File: config.mk
export PLATFORM = sky130hd
export DESIGN_NAME = sie_stack_int
export DESIGN_NICKNAME = d
export VERILOG_FILES = /design/src/verilog/sie_pkg.sv /design/src/verilog/sie_stack_int.sv
export SDC_FILE = /design/constraint.sdc
export NUM_CORES = 1
export LEC_CHECK = 0
export ABC_AREA = 0
export BUFFER_PORTS_ARGS = -buffer_cell sky130_fd_sc_hd__buf_2
export CAP_MARGIN = 20
export CORE_MARGIN = 4
export CORE_UTILIZATION = 58
export DETAILED_ROUTE_END_ITERATION = 7
export PLACE_DENSITY = 0.82
export SYNTH_ARGS = -nofsm -noshare
export SYNTH_HDL_FRONTEND = slang
export SYNTH_SLANG_ARGS = --single-unit
File: constraint.sdc
create_clock -name CLK -period 4.45 [get_ports CLK]
set_clock_uncertainty 0.05 [all_clocks]
set_input_delay 1.335 -clock CLK [delete_from_list [all_inputs] [get_ports CLK]]
set_output_delay 1.335 -clock CLK [all_outputs]
set_load 0.01 [all_outputs]
File: src/verilog/sie_pkg.sv
// Package: register map, constants and carrier types of the stack and interrupt enable unit
package sie_pkg;

   // Register offsets in the register space
   localparam logic [7:0] ADDR_PORT_MODE = 8'hF8;
   localparam logic [7:0] ADDR_INT_PRIORITY = 8'hF9;
   localparam logic [7:0] ADDR_INT_REQUEST = 8'hFA;
   localparam logic [7:0] ADDR_INT_MASK = 8'hFB;
   localparam logic [7:0] ADDR_STATUS_FLAGS = 8'hFC;
   localparam logic [7:0] ADDR_SP_HIGH = 8'hFE;
   localparam logic [7:0] ADDR_SP_LOW = 8'hFF;

   // Field positions
   localparam int STACK_SEL_BIT = 2;
   localparam int GLOBAL_EN_BIT = 7;
   localparam int NUM_SOURCES = 6;

   // Values after reset; request bits in use
   localparam logic [7:0] RST_BYTE = 8'h00;
   localparam logic [15:0] RST_WORD = 16'h0000;
   localparam logic [7:0] INT_REQ_USED = 8'h3F;

   // Last step index of each sequence; step of the vector low byte read
   localparam logic [2:0] LAST_ONE = 3'h0;
   localparam logic [2:0] LAST_TWO = 3'h1;
   localparam logic [2:0] LAST_THREE = 3'h2;
   localparam logic [2:0] LAST_INT = 3'h4;
   localparam logic [2:0] STEP_VEC_LO = 3'h4;

   // Operations; OP_INT is raised internally only
   typedef enum logic [2:0] {
      OP_PUSH = 3'h0, OP_POP = 3'h1, OP_CALL = 3'h2, OP_RET = 3'h3,
      OP_INTERRUPT_RETURN = 3'h4, OP_EI = 3'h5, OP_DI = 3'h6, OP_INT = 3'h7
   } sie_op_t;

   // Bus action of one sequence step
   typedef enum logic [1:0] {
      ACT_WRITE = 2'h1, ACT_READ_STACK = 2'h2, ACT_READ_PROG = 2'h3
   } sie_act_t;

   // Sequencer states, one-hot
   typedef enum logic [4:0] {
      ST_IDLE = 5'h01, ST_ISSUE = 5'h02, ST_WAIT = 5'h04, ST_CAPT = 5'h08, ST_FINISH = 5'h10
   } sie_state_t;

   // Command from the instruction decoder
   typedef struct packed {
      logic valid;
      sie_op_t code;
      logic [7:0] data;
      logic [15:0] ret_pc;
      logic [15:0] target;
   } sie_cmd_t;

   // Memory request toward register file, external data or program memory
   typedef struct packed {
      logic rd;
      logic wr;
      logic ext;
      logic prog;
      logic [15:0] addr;
      logic [7:0] wdata;
   } sie_mem_t;

   // Whole state of the unit
   typedef struct packed {
      sie_state_t st;
      sie_op_t kind;
      logic [2:0] step;
      logic released;
      logic [7:0] port_mode;
      logic [7:0] interrupt_priority;
      logic [7:0] irq;
      logic [7:0] interrupt_mask;
      logic [7:0] flags;
      logic [15:0] sp;
      logic [15:0] tmp;
      logic [2:0] vec;
      sie_mem_t mem;
      logic [7:0] rdata;
      logic reg_hit;
      logic done;
      logic [7:0] pop_data;
      logic pc_load;
      logic [15:0] pc;
      logic int_ack;
      logic [2:0] int_id;
      logic busy;
   } sie_regs_t;

endpackage

File: src/verilog/sie_stack_int.sv
// Stack pointer, push/pop sequencer and interrupt enable logic
//
// How it works
// - Stack pointer decrements per pushed byte, increments per popped byte.
// - Stack pointer lives at FEH/FFH, readable and writable as registers.
// - Port mode register F8H bit 2 selects stack location.
// - Internal stack uses low byte only; high byte stays a plain register.
// - Call pushes the return address then loads the program counter.
// - Return pops two bytes into the program counter.
// - Interrupt entry pushes program counter, then status flags.
// - Interrupt return pops flags into FCH, then two program counter bytes.
// - Push decrements pointer first, then writes at the new address.
// - Pop reads at the pointer first, then increments it.
// - Push/pop operand may be direct or indirect register; decoder supplies it.
// - Six sources; mask at FBH, priority at F9H.
// - Request enabled only with its mask bit and global bit 7 both set.
// - Enabled requests vector automatically; disabled ones stay visible for polling.
// - Reset holds request register FAH at zero until first enable op.
// - Only the enable op releases the request register, not a mask write.
// - After release, writing mask bit 7 also enables globally.
// - Disable op clears mask bit 7.
// - Simultaneous enabled requests resolved by the priority register.
// - Entry pushes PC low, PC high, flags; clears request and global enable.
// - Entry jumps through the word at program addresses 2x, 2x+1.
// - Interrupt return also sets the global enable.
`timescale 1ns/1ps
module sie_stack_int
   import sie_pkg::*;
(
   input wire logic CLK,
   input wire logic RESETN,
   input wire sie_cmd_t CMD,
   input wire logic [15:0] INT_PC,
   input wire logic INT_SAMPLE,
   input wire logic [5:0] INT_SOURCE,
   input wire logic REG_WE,
   input wire logic REG_RD,
   input wire logic [7:0] REG_ADDR,
   input wire logic [7:0] REG_WDATA,
   output logic [7:0] REG_RDATA,
   output logic REG_HIT,
   output sie_mem_t MEM,
   input wire logic [7:0] MEM_RDATA,
   output logic BUSY,
   output logic DONE,
   output logic [7:0] POP_DATA,
   output logic PC_LOAD,
   output logic [15:0] PC_VALUE,
   output logic INT_ACK,
   output logic [2:0] INT_ID
);

   sie_regs_t q;
   sie_regs_t d;

   // Pointer step; internal stack moves only the low byte
   function automatic logic [15:0] sp_next(input logic [15:0] sp, input logic ext, input logic up);
      logic [15:0] delta;
      delta = up ? 16'h0001 : 16'hFFFF;
      if (ext) begin
         return sp + delta;
      end
      return {sp[15:8], sp[7:0] + delta[7:0]};
   endfunction

   // Stack address seen by memory
   function automatic logic [15:0] stack_addr(input logic [15:0] sp, input logic ext);
      return ext ? sp : {8'h00, sp[7:0]};
   endfunction

   // Bus action per sequence step
   function automatic sie_act_t step_act(input sie_op_t kind, input logic [2:0] step);
      case (kind)
         OP_PUSH, OP_CALL: begin
            return ACT_WRITE;
         end
         OP_INT: begin
            return (step > 3'h2) ? ACT_READ_PROG : ACT_WRITE;
         end
         default: begin
            return ACT_READ_STACK;
         end
      endcase
   endfunction

   // Last step index per sequence
   function automatic logic [2:0] step_last(input sie_op_t kind);
      case (kind)
         OP_CALL, OP_RET: begin
            return LAST_TWO;
         end
         OP_INTERRUPT_RETURN: begin
            return LAST_THREE;
         end
         OP_INT: begin
            return LAST_INT;
         end
         default: begin
            return LAST_ONE;
         end
      endcase
   endfunction

   // Captured byte is the program counter high byte
   function automatic logic cap_high(input sie_op_t kind, input logic [2:0] step);
      return (kind == OP_RET && step == 3'h0) || (kind == OP_INTERRUPT_RETURN && step == 3'h1) ||
         (kind == OP_INT && step == 3'h3);
   endfunction

   // Rotating priority: scan starts at the source named by the priority register
   function automatic logic [2:0] prio_pick(input logic [5:0] pend, input logic [7:0] interrupt_priority);
      logic [2:0] start;
      logic [2:0] idx;
      logic [2:0] pick;
      logic found;
      logic [3:0] sum;
      start = (interrupt_priority[2:0] > 3'h5) ? 3'h0 : interrupt_priority[2:0];
      pick = 3'h0;
      found = 1'b0;
      for (int i = 0; i < NUM_SOURCES; i++) begin
         // Four-bit sum so the wrap past source 5 is not lost
         sum = {1'b0, start} + 4'(i);
         idx = (sum > 4'h5) ? 3'(sum - 4'h6) : sum[2:0];
         if (!found && pend[idx]) begin
            pick = idx;
            found = 1'b1;
         end
      end
      return pick;
   endfunction

   // Decode helpers shared by the next-state logic
   logic ext;
   logic [5:0] enabled;
   sie_act_t act;
   logic [15:0] sp_dn;
   logic [7:0] wval;
   logic [7:0] irq_clr;
   logic [7:0] irq_base;

   // Next-state logic of the whole unit
   always_comb begin
      d = q;
      d.mem = '0;
      d.done = 1'b0;
      d.pc_load = 1'b0;
      d.int_ack = 1'b0;
      d.reg_hit = 1'b0;
      irq_clr = 8'h00;
      irq_base = q.irq;
      // Stack location, enabled requests and byte to write
      ext = ~q.port_mode[STACK_SEL_BIT];
      enabled = q.irq[5:0] & q.interrupt_mask[5:0] & {6{q.interrupt_mask[GLOBAL_EN_BIT]}};
      act = step_act(q.kind, q.step);
      sp_dn = sp_next(q.sp, ext, 1'b0);
      wval = (q.kind == OP_INT && q.step == 3'h2) ? q.flags : (q.step[0] ? q.tmp[15:8] : q.tmp[7:0]);

      // Register reads
      if (REG_RD) begin
         d.reg_hit = 1'b1;
         case (REG_ADDR)
            ADDR_PORT_MODE: d.rdata = q.port_mode;
            ADDR_INT_PRIORITY: d.rdata = q.interrupt_priority;
            ADDR_INT_REQUEST: d.rdata = q.irq & INT_REQ_USED;
            ADDR_INT_MASK: d.rdata = q.interrupt_mask;
            ADDR_STATUS_FLAGS: d.rdata = q.flags;
            ADDR_SP_HIGH: d.rdata = q.sp[15:8];
            ADDR_SP_LOW: d.rdata = q.sp[7:0];
            default: begin
               d.rdata = 8'h00;
               d.reg_hit = 1'b0;
            end
         endcase
      end

      // Register writes
      if (REG_WE) begin
         case (REG_ADDR)
            ADDR_PORT_MODE: d.port_mode = REG_WDATA;
            ADDR_INT_PRIORITY: d.interrupt_priority = REG_WDATA;
            ADDR_INT_REQUEST: irq_base = REG_WDATA & INT_REQ_USED;
            ADDR_INT_MASK: d.interrupt_mask = REG_WDATA;
            ADDR_STATUS_FLAGS: d.flags = REG_WDATA;
            ADDR_SP_HIGH: d.sp[15:8] = REG_WDATA;
            ADDR_SP_LOW: d.sp[7:0] = REG_WDATA;
            default: begin
            end
         endcase
      end

      // Sequencer
      case (q.st)
         // Idle: take a command, else an enabled request
         ST_IDLE: begin
            if (CMD.valid) begin
               d.kind = CMD.code;
               d.step = 3'h0;
               // Enable and disable ops finish in one cycle
               if (CMD.code == OP_EI) begin
                  d.interrupt_mask[GLOBAL_EN_BIT] = 1'b1;
                  d.released = 1'b1;
                  d.done = 1'b1;
               end else if (CMD.code == OP_DI) begin
                  d.interrupt_mask[GLOBAL_EN_BIT] = 1'b0;
                  d.done = 1'b1;
               end else begin
                  // Operand byte or return address into the work word
                  d.tmp = (CMD.code == OP_PUSH) ? {8'h00, CMD.data} : CMD.ret_pc;
                  if (CMD.code == OP_CALL) begin
                     d.pc = CMD.target;
                  end
                  d.busy = 1'b1;
                  d.st = ST_ISSUE;
               end
            end else if (INT_SAMPLE && |enabled) begin
               // Entry only at an instruction boundary
               d.kind = OP_INT;
               d.step = 3'h0;
               d.vec = prio_pick(enabled, q.interrupt_priority);
               d.tmp = INT_PC;
               // Serviced bit and global enable drop together
               irq_clr[d.vec] = 1'b1;
               d.interrupt_mask[GLOBAL_EN_BIT] = 1'b0;
               d.busy = 1'b1;
               d.st = ST_ISSUE;
            end
         end
         // Issue one memory request
         ST_ISSUE: begin
            d.st = ST_WAIT;
            d.mem.ext = ext;
            // Pointer moves before a write, after a read
            if (act == ACT_WRITE) begin
               d.sp = sp_dn;
               d.mem.wr = 1'b1;
               d.mem.addr = stack_addr(sp_dn, ext);
               d.mem.wdata = wval;
            end else if (act == ACT_READ_STACK) begin
               d.mem.rd = 1'b1;
               d.mem.addr = stack_addr(q.sp, ext);
            end else begin
               d.mem.rd = 1'b1;
               d.mem.ext = 1'b0;
               d.mem.prog = 1'b1;
               d.mem.addr = {12'h000, q.vec, q.step == STEP_VEC_LO};
            end
         end
         // Request on the bus this cycle
         ST_WAIT: begin
            // Reads capture next cycle; writes step on at once
            if (act != ACT_WRITE) begin
               d.st = ST_CAPT;
            end else if (q.step == step_last(q.kind)) begin
               d.st = ST_FINISH;
            end else begin
               d.step = q.step + 3'h1;
               d.st = ST_ISSUE;
            end
         end
         // Read data stands this cycle
         ST_CAPT: begin
            if (act == ACT_READ_STACK) begin
               d.sp = sp_next(q.sp, ext, 1'b1);
            end
            // Route the returned byte
            if (q.kind == OP_POP) begin
               d.pop_data = MEM_RDATA;
            end else if (q.kind == OP_INTERRUPT_RETURN && q.step == 3'h0) begin
               d.flags = MEM_RDATA;
            end else if (cap_high(q.kind, q.step)) begin
               d.tmp[15:8] = MEM_RDATA;
            end else begin
               d.tmp[7:0] = MEM_RDATA;
            end
            // Next byte or wind up
            if (q.step == step_last(q.kind)) begin
               d.st = ST_FINISH;
            end else begin
               d.step = q.step + 3'h1;
               d.st = ST_ISSUE;
            end
         end
         // Last cycle of a sequence
         ST_FINISH: begin
            d.st = ST_IDLE;
            d.busy = 1'b0;
            d.done = 1'b1;
            // Program counter handed over with done
            if (q.kind == OP_CALL) begin
               d.pc_load = 1'b1;
            end else if (q.kind == OP_RET || q.kind == OP_INTERRUPT_RETURN || q.kind == OP_INT) begin
               d.pc = q.tmp;
               d.pc_load = 1'b1;
            end
            // Interrupt return enables globally again
            if (q.kind == OP_INTERRUPT_RETURN) begin
               d.interrupt_mask[GLOBAL_EN_BIT] = 1'b1;
            end
            // Acknowledge carries the serviced source
            if (q.kind == OP_INT) begin
               d.int_ack = 1'b1;
               d.int_id = q.vec;
            end
         end
         default: begin
            d.st = ST_IDLE;
            d.busy = 1'b0;
         end
      endcase

      // Request register: new arrivals win over clears, held at zero until released
      if (d.released) begin
         d.irq = (irq_base & ~irq_clr) | {2'b00, INT_SOURCE};
      end else begin
         d.irq = 8'h00;
      end
   end

   // State register
   always_ff @(posedge CLK or negedge RESETN) begin
      if (!RESETN) begin
         q <= '{st: ST_IDLE, kind: OP_PUSH, step: 3'h0, released: 1'b0, port_mode: RST_BYTE,
            interrupt_priority: RST_BYTE, irq: RST_BYTE, interrupt_mask: RST_BYTE, flags: RST_BYTE, sp: RST_WORD,
            tmp: RST_WORD, vec: 3'h0, mem: '0, rdata: RST_BYTE, reg_hit: 1'b0, done: 1'b0,
            pop_data: RST_BYTE, pc_load: 1'b0, pc: RST_WORD, int_ack: 1'b0, int_id: 3'h0,
            busy: 1'b0};
      end else begin
         q <= d;
      end
   end

   // Outputs straight from the state register
   assign REG_RDATA = q.rdata;
   assign REG_HIT = q.reg_hit;
   assign MEM = q.mem;
   assign BUSY = q.busy;
   assign DONE = q.done;
   assign POP_DATA = q.pop_data;
   assign PC_LOAD = q.pc_load;
   assign PC_VALUE = q.pc;
   assign INT_ACK = q.int_ack;
   assign INT_ID = q.int_id;

endmodule // sie_stack_int

[Yosys cells after proc, flatten, opt, wreduce, memory -nomap -nowiden]
Index checks and enable logic that the tools add are counted.
Word-level totals
  bits of input ports: 95
  register bits after elaboration: 155
  output and inout bits: 68
Cells by class
  reduce and logical (&&, ||, !) cells: 46
  mux-type cells: 145
  add/subtract/negate cells: 16
  bitwise gates (word level): 8
  order comparisons: 16
  equality and inequality tests: 46
Operators with widths (number)
  16-bit two-way mux: 20
  8-bit two-way mux: 18
  16-bit case mux with 2 select lines: 3
  3-bit two-way mux: 22
  8-bit equality test (second input constant): 7
  8-bit case mux with 7 select lines: 1
  1-bit two-way mux: 51
  32-bit two-way mux: 1
  3-bit by 4-bit < comparator with 1-bit output (second input constant): 7
  28-bit two-way mux: 1
  2-bit != test (second input constant): 13
  5-bit two-way mux: 5
  11-bit two-way mux: 2
  7-bit AND reduction: 3
  4-bit by 3-bit > comparator with 1-bit output (second input constant): 5
  5-bit case mux with 4 select lines: 1
  19-bit two-way mux: 1
  1-bit binary-select mux with 3-bit select: 6
  3-bit case mux with 3 select lines: 2
  3-bit subtractor (second input constant): 6
  17-bit two-way mux: 1
  16-bit by 1-bit adder with 16-bit output (second input constant): 1
  16-bit adder (second input constant): 1
  3-bit by 2-bit equality test with 1-bit output (second input constant): 5
  other kinds (45): 94

[Logic depth before layout (Yosys ltp)]
  depth after elaboration: 51
  mapped depth: 15
  gate-level depth less buffers: 13

[Worst setup path after synthesis]
OpenSTA, ideal clock, no wires.
  path type: input to register
  start: in REG_ADDR[2]
  end: reg q[100] in the netlist's numbering
  slack: 1050 ps
  stages: 11
  buffers on the path: 2
  arrival: 3216 ps
  path through: clkbuf_1 inv_1 nor4_1 and3_1 clkbuf_1 mux2i_1 o21ai_0 o31ai_1 nand2_1 a21oi_1 a21oi_1
On the way
  cells in the longest elaborated chain, start to end: 5
  elaborated cells on any way between the ends: 6
Ends and longest elaborated chain
  start: declaration: line sie_stack_int.sv:38  | input wire logic [7:0] REG_ADDR,
  8-bit equality test *: line sie_stack_int.sv:178  | case (REG_ADDR)
  8-bit two-way mux *: line sie_stack_int.sv:178
  32-bit two-way mux *: line sie_stack_int.sv:177  | if (REG_WE) begin
  16-bit two-way mux, on equally long branches: line sie_stack_int.sv:262, sie_stack_int.sv:233
  16-bit case mux with 2 select lines *: line sie_stack_int.sv:192  | case (q.st)
  end signal: assignment: line sie_stack_int.sv:322  | q <= '{st: ST_IDLE, kind: OP_PUSH, step: 3'h0, released: 1'b0, port_mode: RST_BYTE,
  end: declaration: line sie_stack_int.sv:53  | sie_regs_t q;
Mark *: on every way between the ends. The rest lies on a longest branch, timed or not.
A chain may end at the register's enable or synchronous reset.

[Final worst setup path]
  start: reg q[129] in the netlist's numbering
  end: reg q[69] in the netlist's numbering
On the way
  cells in the longest elaborated chain, start to end: 40
  elaborated cells on any way between the ends: 76
Ends and longest elaborated chain
  3-bit > comparator: line sie_stack_int.sv:117  | start = (interrupt_priority[2:0] > 3'h5) ? 3'h0 : interrupt_priority[2:0];
  3-bit two-way mux *: line sie_stack_int.sv:117
  3-bit subtractor / 3-bit > comparator (equally long branches): line sie_stack_int.sv:123  | idx = (sum > 4'h5) ? 3'(sum - 4'h6) : sum[2:0];
  3-bit two-way mux: line sie_stack_int.sv:123
  1-bit binary-select mux with 3-bit select: line sie_stack_int.sv:124  | if (!found && pend[idx]) begin
  1-bit two-way mux (implied by the code): line sie_stack_int.sv:124
  1-bit two-way mux: line sie_stack_int.sv:124
  1-bit two-way mux: line sie_stack_int.sv:215  | end else if (INT_SAMPLE && |enabled) begin
  [... 24 more ...]
  1-bit two-way mux: line sie_stack_int.sv:195  | if (CMD.valid) begin
  1-bit two-way mux: line sie_stack_int.sv:192
  1-bit logical NOT: line sie_stack_int.sv:124
  1-bit logical AND: line sie_stack_int.sv:124
  3-bit two-way mux *: line sie_stack_int.sv:124
  3-bit two-way mux *: line sie_stack_int.sv:215
  3-bit two-way mux *: line sie_stack_int.sv:195
  3-bit two-way mux *: line sie_stack_int.sv:192
Mark *: on every way between the ends. The rest lies on a longest branch, timed or not. The select of a mux whose other input is x is not followed.

==> reports/results.ini <==
[placement]
port_buffers=162
placed_cells=1381
routabilityCongestion=0.9064
hpwlAfterDp_um=20290

[sta]
post-route-period-util_pct=82.57
rsz0062_at_grt=false
fmax_ghz=0.2721
finalSetupViolCount=0
hold_violations=0
relSlewSlack_pct=36.22
finalSetupTns_ns=0
slew_violations=0
worstMarginPinSlew_ns=0.9566
fin_crit_ns=3.675

[floorplan]
initial_core_util_pct=59.31
dieArea_um2=19170
die_w_um=138.5
rows=47
core_area_um2=16640
io_pins=163
die_h_um=138.5

[yosys]
synth_area_um2=9871
synth.avg_cell_area_um2=8.885
synth_seq_area_share_pct=38.80
ys_async_sr_fraction_pct=100.0
synth_nets=1220
synth_cells=1111
ys_ff_latch=153
synth-edff-count=0
ys_types=75
yosysWarnings=0
synthFlopType=dfrtp_1

[detailed_routing]
postRouteAntennaNets=0
drt_pre_antenna_iters=6
viasPerCell=6.388
wirelength_um=28220
via_count=9026
drt-initial-drc-count=1172
wl_per_cell_um=19.97
drc_errors=0

[clocking]
cts.sinks=153
ctsHoldBuffers=0
cts_buffers=17
ctsLongestPathBuffers=2
clk_pin_slew_ns=0.06
htree_levels=4
postCtsResizedCells=0
cts_setup_buffers=0
clock_latency_ns=0.43
cts_root_buf=clkbuf_16
cts_tree=done

[global_route]
antenna_found_initial=0
grt_pass1_wl_um=45340
grt_max_degree=80
overflow=0
grt_use_total_pct=28.82
grt_pass1_vias=8835

[finish]
fillers=1333
drive_gt1_share_pct=24.73
instances_no_fill=1413
finish.utilization_pct=65.72
syn2layout_area_growth_pct=10.80
final_common_cell=buf_2
finalNetCount=1290
final_cell_mix=161 x buf_2, 152 x dfrtp_1, 129 x nor2_1
antennaDiodeCount=0

[worst_setup_path]
arrival_ns=3.94
worst_ep_required_time_ns=4.72
end_kind=register
cp_max_fo=11
critPathKind=reg -> reg
start_kind=register

[run]
cap_violations=0

[outcome]
status=complete, no violations

[pwr]
leakagePower_nw=5.125
p_per_area_nw_per_um2=475.7
vdd_drop_max_v=0.0003706

[min_path]
hp-class=reg -> reg

synth_stat cells, types with 4 or more instances:
cell	number	share of area, %
o21ai_0	48	2.4
clkbuf_1	59	2.2
buf_4	65	4.9
nor4_1	4	0.25
nand4_1	4	0.25
ha_1	14	1.8
nor3b_1	6	0.46
dfrtp_1	152	39
a21oi_1	82	4.2
or3_1	6	0.38
o22ai_1	26	1.6
a22oi_1	25	1.9
mux2i_1	58	5.9
a221oi_1	16	1.4
and3_1	10	0.63
mux2_2	55	6.3
o21bai_1	5	0.38
and2_1	4	0.25
buf_1	5	0.19
nor2_1	129	4.9
nand2_1	75	2.9
o31ai_1	6	0.46
nand2b_1	8	0.51
xnor2_1	10	0.89
a211oi_1	25	1.9
nand3_1	36	1.8
o221a_2	5	0.57
nor3_1	32	1.6
o21a_1	5	0.38
inv_1	41	1.6
nand3b_1	4	0.30
a21o_1	13	0.99
a31oi_1	9	0.57
nor2b_1	7	0.44
worst paths after layout:
check,from,end,slack (ns),cells past startpoint
worst min-delay path,INT_ID[1]$_DFFE_PN0P_,INT_ID[1]$_DFFE_PN0P_,0.44,2
worst max-delay path,q[129]$_DFFE_PN0P_,q[69]$_DFFE_PN0P_,0.78,11
max in group asynchronous,RESETN,REG_RDATA[0]$_DFFE_PN0P_,2.66,2
worst max register to register,q[129]$_DFFE_PN0P_,q[69]$_DFFE_PN0P_,0.78,11
worst min register to register,INT_ID[1]$_DFFE_PN0P_,INT_ID[1]$_DFFE_PN0P_,0.44,2
min in group asynchronous,RESETN,PC_VALUE[15]$_DFFE_PN0P_,0.88,1
where the power goes:
| group | total (W) | switching [W] | internal [W] |
|---|---|---|---|
| Clock | 0.00139 | 0.000602 | 0.000787 |
| Sequential | 0.00210 | 0.000390 | 0.00171 |
| Combinational | 0.00172 | 0.000999 | 0.000718 |
kinds of logic (layout without fill, tap and decap cells):
family / after synthesis / in the layout / synth area share, %
AO/OA/AOI/OAI: 300 / 300 / 20.12
XOR/XNOR: 13 / 13 / 1.154
adder cells (fa/ha/maj): 14 / 14 / 1.775
buffers and inverters: 174 / 256 / 9.190
flip-flops: 153 / 153 / 38.80
multiplexers: 115 / 115 / 12.54
AND/OR/NAND/NOR: 342 / 342 / 16.43
critical path: stages (launching register included):
cell      delay [ns]
dfrtp_1         0.50
nand2b_1        0.24
inv_1           0.23
ha_1            0.41
or3_1           0.47
a21oi_2         0.21
o31ai_2         0.15
or4_1           0.41
a31o_1          0.19
a22oi_1         0.24
o22ai_1         0.16
mux2_2          0.29
layout make-up:
| class | count | area [um^2] | share of cell area, % |
|---|---|---|---|
| clock buffers | 19 | 442.9 | 4.050 |
| clock inverters | 12 | 118.9 | 1.087 |
| inverters | 43 | 168.9 | 1.544 |
| multi-input cells | 784 | 5134 | 46.94 |
| flip-flops and latches | 153 | 3830 | 35.02 |
| well taps | 220 | 275.3 | 2.517 |
| repair buffers | 182 | 967.2 | 8.843 |
routing by layer:
metal,track usage [%],wire [um],share of wire (%),vias up
li1,-,-,-,4087
met1,37.25,11000,39,4338
met2,47.02,13530,48,484
met3,5.801,2488,8.8,117
met4,13.16,1201,4.3,0
met5,0,0,0,-
through the flow:
step	worst slack, ns	power (W)	area, um^2	hold WS [ns]
floorplan	1.050	0.003342	9871	0.3970
global placement	0.6655	0.003694	10370	0.4097
detailed placement	0.6250	0.003758	10370	0.4132
CTS	0.8154	0.005161	10930	0.4360
global route	0.4977	0.005478	10940	0.4593
finish	0.7755	0.005203	10940	0.4374
flip-flops by register name (all words and copies together), names as in the netlist:
register,flops
q,85
PC_VALUE,16
INT_ID,3
POP_DATA,8
MEM,28
DONE,1
INT_ACK,1
REG_RDATA,8
BUSY,1
REG_HIT,1
PC_LOAD,1
Power figures use the tool's default switching activity.
